<file path="src/rtl/opmode_pkg.sv">
package opmode_pkg;

  localparam int GPR_W = 32;
  localparam int CTX_W = 32;
  localparam int BYTE_W = 8;
  localparam int HALF_W = 16;
  localparam logic PIN_IDLE = 1'b1;
  localparam logic FLAG_CLR = 1'b0;

  typedef enum logic [1:0] {
    MODE_REAL,
    MODE_PROT,
    MODE_SMM
  } mode_e;

  typedef enum logic [1:0] {
    VIEW_LOW_BYTE,
    VIEW_HIGH_BYTE,
    VIEW_HALF,
    VIEW_FULL
  } view_e;

  // Narrow views are zero extended so the consumer sees one fixed width.
  function automatic logic [GPR_W-1:0] reg_view(
    input logic [GPR_W-1:0] val,
    input view_e sel
  );
    logic [GPR_W-1:0] res;
    res = '0;
    case (sel)
      VIEW_LOW_BYTE: res[BYTE_W-1:0] = val[BYTE_W-1:0];
      VIEW_HIGH_BYTE: res[BYTE_W-1:0] = val[2*BYTE_W-1:BYTE_W];
      VIEW_HALF: res[HALF_W-1:0] = val[HALF_W-1:0];
      default: res = val;
    endcase
    return res;
  endfunction

endpackage

</file>
<file path="src/rtl/ctx_if.sv">
`timescale 1ns/1ps
`default_nettype none

interface ctx_if #(
  parameter int W = 8
);
  logic wr;
  logic [W-1:0] wdata;
  logic rd;
  logic [W-1:0] rdata;

  modport owner(output wr, output wdata, output rd, input rdata);
  modport store(input wr, input wdata, input rd, output rdata);
endinterface

`default_nettype wire

</file>
<file path="src/rtl/ctx_store.sv">
`timescale 1ns/1ps
`default_nettype none

module ctx_store #(
  parameter int W = 8
)(
  input wire logic i_sys_clk,
  input wire logic i_nrst,
  ctx_if.store bus
);

  typedef struct packed {
    logic [W-1:0] mem;
    logic [W-1:0] rdata;
  } store_s;

  store_s st_r;
  store_s st_nxt;

  always_comb
  begin
    st_nxt = st_r;
    if (bus.wr)
    begin
      st_nxt.mem = bus.wdata;
    end
    if (bus.rd)
    begin
      st_nxt.rdata = st_r.mem;
    end
  end

  always_ff @(posedge i_sys_clk)
  begin
    if (!i_nrst)
    begin
      st_r <= '0;
    end
    else
    begin
      st_r <= st_nxt;
    end
  end

  assign bus.rdata = st_r.rdata;

endmodule

`default_nettype wire

</file>
<file path="src/rtl/cpu_operating_mode_control.sv">
`timescale 1ns/1ps
`default_nettype none

// How it works
// - Reset or power-up always leaves the core in real-address mode.
// - A falling pin edge or controller message requests system management mode.
// - Entry saves the context and selects the separate address space.
// - Return restores exactly the saved mode, attribute and context.
// - Protected mode is native and enables every instruction and feature.
// - Legacy emulation is a per-task attribute within protected mode.
// - Real mode software may enter protected or system management mode.
// - Each 32-bit register reads also as low byte, high byte or halfword.
// - Mode gates feature access; the register environment stays the same.
module cpu_operating_mode_control #(
  parameter int GPR_W = opmode_pkg::GPR_W,
  parameter int CTX_W = opmode_pkg::CTX_W
)(
  input wire logic i_sys_clk,
  input wire logic i_nrst,
  input wire logic i_sys_mgmt_irq_n,
  input wire logic i_adv_irq_ctrl_msg,
  input wire logic i_insn_boundary,
  input wire logic i_sw_enter_prot,
  input wire logic i_sw_leave_prot,
  input wire logic i_sw_sys_mgmt,
  input wire logic i_sw_resume,
  input wire logic i_task_emul_wr,
  input wire logic i_task_emul_val,
  input wire logic [CTX_W-1:0] i_ctx,
  input wire logic [GPR_W-1:0] i_gpr,
  input wire opmode_pkg::view_e i_gpr_view,
  output opmode_pkg::mode_e o_mode,
  output logic o_all_features,
  output logic o_emul_active,
  output logic o_sys_mgmt_space,
  output logic o_ctx_saved,
  output logic o_ctx_restored,
  output logic [CTX_W-1:0] o_restored_ctx,
  output logic [GPR_W-1:0] o_gpr_data
);

  localparam int SAVE_W = CTX_W + 3;

  typedef enum logic [1:0] {
    ST_REAL,
    ST_PROT,
    ST_SMM,
    ST_RESUME
  } state_e;

  typedef struct packed {
    state_e state;
    logic sync1;
    logic sync2;
    logic sync3;
    logic pend;
    logic emul;
    logic saved;
    logic restored;
    logic [CTX_W-1:0] ctx;
    logic [GPR_W-1:0] gpr;
  } ctl_s;

  ctl_s st_r;
  ctl_s st_nxt;
  ctx_if #(.W(SAVE_W)) save_bus ();

  logic req_new;
  logic take;
  opmode_pkg::mode_e saved_mode;

  ctx_store #(.W(SAVE_W)) u_store (
    .i_sys_clk(i_sys_clk),
    .i_nrst(i_nrst),
    .bus(save_bus.store)
  );

  ////////////////////////////////////////////////////////////////////////////

  // The pin is taken on its falling edge so a level held low by the platform
  // cannot retrigger entry straight after resume.
  assign req_new = ((!st_r.sync2 && st_r.sync3) || i_adv_irq_ctrl_msg ||
    i_sw_sys_mgmt) &&
    (st_r.state == ST_REAL || st_r.state == ST_PROT);
  assign take = (st_r.pend || req_new) && i_insn_boundary;
  assign saved_mode = opmode_pkg::mode_e'(save_bus.rdata[SAVE_W-1 -: 2]);

  assign save_bus.wr = take;
  assign save_bus.wdata = {o_mode, st_r.emul, i_ctx};
  assign save_bus.rd = (st_r.state == ST_SMM) && i_sw_resume;

  always_comb
  begin
    st_nxt = st_r;
    st_nxt.sync1 = i_sys_mgmt_irq_n;
    st_nxt.sync2 = st_r.sync1;
    st_nxt.sync3 = st_r.sync2;
    st_nxt.saved = take;
    st_nxt.restored = 1'b0;
    st_nxt.gpr = opmode_pkg::reg_view(i_gpr, i_gpr_view);
    // The taking cycle clears the flag, even with a new request in that cycle.
    st_nxt.pend = (st_r.pend || req_new) && !take;
    case (st_r.state)
      ST_REAL:
      begin
        st_nxt.emul = opmode_pkg::FLAG_CLR;
        if (take)
        begin
          st_nxt.state = ST_SMM;
        end
        else if (i_sw_enter_prot)
        begin
          st_nxt.state = ST_PROT;
        end
      end
      ST_PROT:
      begin
        if (take)
        begin
          st_nxt.state = ST_SMM;
        end
        else if (i_sw_leave_prot)
        begin
          st_nxt.state = ST_REAL;
          st_nxt.emul = opmode_pkg::FLAG_CLR;
        end
        else if (i_task_emul_wr)
        begin
          st_nxt.emul = i_task_emul_val;
        end
      end
      ST_SMM:
      begin
        st_nxt.pend = opmode_pkg::FLAG_CLR;
        if (i_sw_resume)
        begin
          st_nxt.state = ST_RESUME;
        end
      end
      ST_RESUME:
      begin
        st_nxt.pend = opmode_pkg::FLAG_CLR;
        st_nxt.restored = 1'b1;
        st_nxt.ctx = save_bus.rdata[CTX_W-1:0];
        st_nxt.emul = save_bus.rdata[CTX_W];
        st_nxt.state = (saved_mode == opmode_pkg::MODE_PROT) ? ST_PROT :
          ST_REAL;
      end
      default:
      begin
        st_nxt.state = ST_REAL;
      end
    endcase
  end

  always_ff @(posedge i_sys_clk)
  begin
    if (!i_nrst)
    begin
      st_r <= '0;
      st_r.state <= ST_REAL;
      st_r.sync1 <= opmode_pkg::PIN_IDLE;
      st_r.sync2 <= opmode_pkg::PIN_IDLE;
      st_r.sync3 <= opmode_pkg::PIN_IDLE;
    end
    else
    begin
      st_r <= st_nxt;
    end
  end

  ////////////////////////////////////////////////////////////////////////////

  always_comb
  begin
    case (st_r.state)
      ST_PROT: o_mode = opmode_pkg::MODE_PROT;
      ST_SMM: o_mode = opmode_pkg::MODE_SMM;
      ST_RESUME: o_mode = opmode_pkg::MODE_SMM;
      default: o_mode = opmode_pkg::MODE_REAL;
    endcase
  end

  // The feature gate, emulation flag and space select change with mode; registers are shared.
  assign o_all_features = (st_r.state == ST_PROT);
  assign o_emul_active = st_r.emul && (st_r.state == ST_PROT);
  assign o_sys_mgmt_space = (o_mode == opmode_pkg::MODE_SMM);
  assign o_ctx_saved = st_r.saved;
  assign o_ctx_restored = st_r.restored;
  assign o_restored_ctx = st_r.ctx;
  assign o_gpr_data = st_r.gpr;
endmodule

`default_nettype wire

</file>
<file path="config.mk">
export PLATFORM = sky130hd
export DESIGN_NAME = cpu_operating_mode_control
export DESIGN_NICKNAME = d
export VERILOG_FILES = /design/src/rtl/opmode_pkg.sv /design/src/rtl/ctx_if.sv /design/src/rtl/ctx_store.sv /design/src/rtl/cpu_operating_mode_control.sv
export SDC_FILE = /design/constraint.sdc
export NUM_CORES = 1
export LEC_CHECK = 0
export BUFFER_PORTS_ARGS = -buffer_cell sky130_fd_sc_hd__buf_2
export CAP_MARGIN = 20
export CORE_MARGIN = 8
export CORE_UTILIZATION = 45
export CTS_CLUSTER_SIZE = 14
export DETAILED_ROUTE_END_ITERATION = 6
export PLACE_DENSITY = 0.7
export SYNTH_ARGS = -nofsm -noshare
export SYNTH_HDL_FRONTEND = slang
export SYNTH_SLANG_ARGS = --single-unit
</file>
<file path="constraint.sdc">
create_clock -name i_sys_clk -period 1.6 [get_ports i_sys_clk]
set_input_delay 0.16 -clock i_sys_clk [delete_from_list [all_inputs] [get_ports i_sys_clk]]
set_output_delay 0.16 -clock i_sys_clk [all_outputs]
set_load 0.05 [all_outputs]
</file>
==> results of run 1 <==
==> routing by layer <==
layer / up-vias / routed length, µm
met5: - / 0
met4: 0 / 247
met3: 22 / 965
met2: 158 / 6720
met1: 2107 / 5660
li1: 2292 / -
==> sequential cells by signal (all words and copies together), names as in the netlist <==
register           cells
save_bus.wdata         1
st_r                   4
u_store.st_r          35
o_gpr_data            32
st_nxt                 2
o_ctx_saved            1
o_restored_ctx        32
o_ctx_restored         1
u_store.bus.rdata     35
==> per-stage QoR <==
step                hold slack, ns  cell area (µm²)
floorplan                    0.233             5590
finish                      0.0146             6920
global route                0.0118             6920
CTS                       0.000542             6890
global placement             0.360             6010
detailed placement           0.364             6010
==> layout by cell type, fill, tap and decap left out, types with 2 or more instances in the layout <==
master and n:
a21oi_1 103, and2_1 26, buf_12 8, buf_2 146, buf_4 9, buf_6 2
bufinv_16 2, clkbuf_16 17, clkinv_2 5, clkinv_4 2, clkinvlp_4 3, dfxtp_1 142
diode_2 5, dlygate4sd3_1 29, ha_1 2, inv_1 4, inv_6 2, mux2i_1 8
nand2_1 138, nand2b_1 5, nand3_1 34, nor2_1 14, nor2b_4 3, nor3_1 2
nor4_1 2, o2111ai_1 2, o21ai_0 25, o21ai_1 14
==> layout make-up <==
| type | instances | area [µm²] |
|---|---|---|
| Tap cell | 168 | 210 |
| Inverter | 5 | 20.0 |
| Antenna cell | 5 | 12.5 |
| Clock inverter | 13 | 138 |
| Clock buffer | 19 | 443 |
| Multi-Input combinational cell | 392 | 1960 |
| Sequential cell | 143 | 2870 |
| Timing Repair Buffer | 194 | 1270 |
| Fill cell | 1061 | 5140 |
==> worst max-delay path, delay by kind of cell, from the launching register on <==
family                 cells  cell delay (ns)
flip-flops                 1             0.33
buffers and inverters      2             0.32
AND/OR/NAND/NOR            2             0.32
==> power by group through the flow <==
stage / Sequential, mW / Clock, mW / Combinational (mW)
after CTS: 3.76 / 3.91 / 0.932
final: 3.76 / 3.82 / 0.933
after global placement: 3.83 / 0 / 0.848
after detailed placement: 3.84 / 0 / 0.869
after global routing: 3.77 / 4.06 / 1.01
after floorplan: 3.82 / 0 / 0.671
==> timing repair <==
item,4_1_cts,5_1_grt
hold buffers,29,0
gates cloned,0,0
gates resized for setup,4,4
hold endpoints to repair,29,0
endpoints found under the setup margin,3,24
buffers inserted,0,1
pin swaps,0,1
==> cells by family after synthesis <==
kind of cell / synth area share (%)
muxes: 1.43
DFF: 51.2
and+or+nand+nor: 18.7
adders and majority gates: 0.447
buffers and inverters: 13.9
AOI/OAI and AO/OA: 14.1
xor gates and xnor gates: 0.157
==> final timing paths <==
kind	end	slack [ns]	start
hold reg to reg	st_nxt[68]	0.42	st_nxt[69]
hold / removal	o_gpr_data[5]	0.01	i_gpr[5]
setup reg to reg	u_store.bus.rdata[22]	0.12	st_r[72]
setup / recovery	o_emul_active	0.06	st_r[72]
==> impl_metrics.ini, run 1 <==
[power_and_ir_drop]
p_leak_nw = 2.86
ir_drop_uv = 659
p_clk_share_pct = 44.9
internal-power_mw = 6.38
powerDensity_nw_per_um2 = 1230
combPwrFrac_pct = 11.0
sw_frac_of_total_pct = 25.2
pwr-share-seq_pct = 44.2
switching_power_mw = 2.14
total_power_mw = 8.52

[drt]
wirelength_um = 13600
viasPerCell = 4.88
drt_first_pass_iters = 4
detail_route.iter0.violations = 269
ant_nets = 0
num_vias = 4579
wire_per_inst_um = 14.5
route.detailed.drc = 0

[placed_design]
placed_cells = 872
dpl.hpwl_um = 9370
place.gp.congestion = 0.798
io_buffers = 147
place_ws_ns = 0.00554

[synth]
synthesis.nets = 731
syn_inst = 652
synth_top_area_share_pct = 51.2
synthTopCellsByCount = dfxtp_1, nand2_1, a21oi_1
async_reset_ff_share_pct = 0
yosys_warnings = 0
ys_seq_area_share_pct = 51.2
ys_top_cells_by_area = dfxtp_1, buf_4, nand2_1
ys_types = 37
avgSynthCellArea_um2 = 8.58
yosys.area.top_type = dfxtp_1
synth_ff_type = dfxtp_1
synth_most_common_cell = dfxtp_1
synth_edf_count = 0
syn_area_um2 = 5590
ys_ff_latch = 143

[worst_setup_path]
arrival_ns = 1.38
cp_common_cell = buf_6
crit_slowest_cell = dfxtp_1
crit_chain = buf_6 -> nor2b_4 -> and2_4 -> buf_6
critPathMaxStageDelay_ns = 0.33
start_kind = flip-flop
end_kind = primary output
crit_type = reg -> out
reg2regPathDepth = 5
cp_max_fo = 17
cp.required_ns = 1.44

[grt]
grt_max_degree = 36
antenna_found_initial = 5
grtUsageMet3_pct = 5.74
grt.overflow.total = 0
globalRouteMet1Util_pct = 18.8
grt.busiest_layer = met2
track_usage_pct = 17.1
first_global_vias = 4721
grtUsageMet2_pct = 29.6
grt_pass1_wl_um = 22400

[cells_and_area]
finalNetCount = 832
drive_above_1_share_pct = 27.3
final_cells = 939
syn2layout_area_growth_pct = 23.8
post-route-util_pct = 57.4

[sta]
finalClockSkew_ns = 0.00844
tightest_slew_ns = 0.709
tns_ns = 0
setup_slack_ns = 0.0566
hold_violations = 0
fmax_mhz = 648
post-route-period-util_pct = 96.5
setup_viol = 0
maxSlewViolCount = 0
slew_headroom_pct = 52.7
grt_setup_unrepaired = no
period_needed_ns = 1.54

[min_path]
min_path_type = in -> reg
hold_path_depth = 3

[clocking]
clk_path_buf_depth = 2
cts_tree = yes
cts.sinks = 143
cts_root_buf = clkbuf_16
h-tree-depth = 4
clkLatencyLatePin_ns = 0.41
numCtsBuffers = 17
clk_pin_slew_worst_paths_ns = 0.06

[floorplanning]
die_area_um2 = 16300
io_pins = 148
start_util_pct = 46.4
core_region_area_um2 = 12100
die_w_um = 127
dieHeight_um = 127
core.rowCount = 40

[run]
drv_cap = 0

[run_status]
status = finished, final reports clean
Power figures use the tool's default switching activity.
==> inputs of run 2 (changes only) <==
CELL_PAD_IN_SITES_DETAIL_PLACEMENT = 0   (was not set)
CELL_PAD_IN_SITES_GLOBAL_PLACEMENT = 1   (was not set)
CORE_UTILIZATION = 38   (was 45)
PLACE_DENSITY = 0.82   (was 0.7)
==> impl_metrics.ini, run 2 (synthesized netlist as in run 1, its figures left out) <==
[run_status]
status = finished, final reports clean

[worst_setup_path]
cp.required_ns = 1.44
crit_slowest_cell = dfxtp_2
arrival_ns = 1.38
reg2regPathDepth = 4
end_kind = primary output
crit_chain = buf_6 -> nor2b_4 -> and2_1 -> buf_6
cp_common_cell = buf_6
cp_max_fo = 11
crit_type = reg -> out
start_kind = flip-flop
critPathMaxStageDelay_ns = 0.36

[power_and_ir_drop]
total_power_mw = 8.63
ir_drop_uv = 812
powerDensity_nw_per_um2 = 1240
p_leak_nw = 2.87

[drt]
wirelength_um = 14100
route.detailed.drc = 0
viasPerCell = 4.73
detail_route.iter0.violations = 315
drt_first_pass_iters = 5
ant_nets = 0
wire_per_inst_um = 14.8
num_vias = 4531

[grt]
grt.overflow.total = 0
first_global_vias = 4535
antenna_found_initial = 2
track_usage_pct = 15.4
grt_max_degree = 60
grt_pass1_wl_um = 22600

[clocking]
numCtsBuffers = 17
clk_pin_slew_worst_paths_ns = 0.06
clkLatencyLatePin_ns = 0.42
cts.sinks = 143
h-tree-depth = 4
clk_path_buf_depth = 2
cts_tree = yes
cts_root_buf = clkbuf_16

[placed_design]
place_ws_ns = 0.0126
dpl.hpwl_um = 9420
place.gp.congestion = 0.763
io_buffers = 147

[sta]
tightest_slew_ns = 0.701
period_needed_ns = 1.54
setup_slack_ns = 0.0649
post-route-period-util_pct = 95.9
tns_ns = 0
maxSlewViolCount = 0
fmax_mhz = 651
slew_headroom_pct = 53.2
hold_violations = 0
grt_setup_unrepaired = no
setup_viol = 0
finalClockSkew_ns = 0.00848

[floorplanning]
core.rowCount = 44
core_region_area_um2 = 14500
dieHeight_um = 137
start_util_pct = 38.6
die_w_um = 137
io_pins = 148
die_area_um2 = 18900

[min_path]
min_path_type = in -> reg
hold_path_depth = 3

[cells_and_area]
final_cell_mix = buf_2, dfxtp_1, nand2_1
finalNetCount = 837
drive_above_1_share_pct = 26.7
fillerInstances = 1379
syn2layout_area_growth_pct = 24.5
final_common_cell = buf_2

[run]
drv_cap = 0
-- run 2: report_power, final --
part / internal (mW) / switching [mW] / leakage (nW)
registers: 3.70 / 0.0680 / 1.17
logic: 0.347 / 0.593 / 1.42
clock network: 2.48 / 1.45 / 0.279
total: 6.52 / 2.11 / 2.87
-- run 2: worst paths after layout --
check                                         from                     to  slack, ns
worst min register to register  o_restored_ctx[16]     o_restored_ctx[16]       0.45
worst min-delay path                      i_ctx[7]       u_store.st_r[42]       0.02
worst max-delay path                      st_r[72]          o_emul_active       0.06
worst max register to register            st_r[72]  u_store.bus.rdata[12]       0.17
-- run 2: critical path, delay by kind of cell, from the launching register on --
kind          cells  cell delay [ns]
flops             1             0.36
simple gates      2             0.29
buf+inv           2             0.31
-- run 2: through the flow --
step	area, µm²	instances	hold WS (ns)	utilization, %
5_1_grt	6960	957	0.0122	48.1
3_3_place_gp	5960	886	0.356	41.2
4_1_cts	6950	955	0.00447	48.0
3_5_place_dp	5960	886	0.353	41.2
6_report	6960	957	0.0232	48.1
2_1_floorplan	5590	652	0.233	-
-- run 2: timing repair --
item	CTS	global route
hold endpoints to repair	35	0
resized for setup	6	2
cloned	0	0
hold buffers	35	0
endpoints found under the setup margin	8	8
pin swaps	1	0
setup buffers	2	0
-- run 2: routing by layer --
layer	GRT usage (%)	wire, µm	share of wire [%]	vias up
li1	-	-	-	2288
met1	18.3	6200	44	2100
met2	24.9	6900	49	130
met3	4.89	876	6.2	13
met4	6.88	174	1.2	0
met5	0	0	0	-
-- run 2: layout make-up --
type / count / area, µm² / area share [%]
tap: 184 / 230 / 3.31
inverter: 5 / 20.0 / 0.288
timing repair buffer: 199 / 1290 / 18.5
clock buffer: 21 / 450 / 6.47
clock inverter: 11 / 140 / 2.01
antenna: 2 / 5.00 / 0.0719
sequential: 143 / 2870 / 41.2
multi-input combinational: 392 / 1960 / 28.2
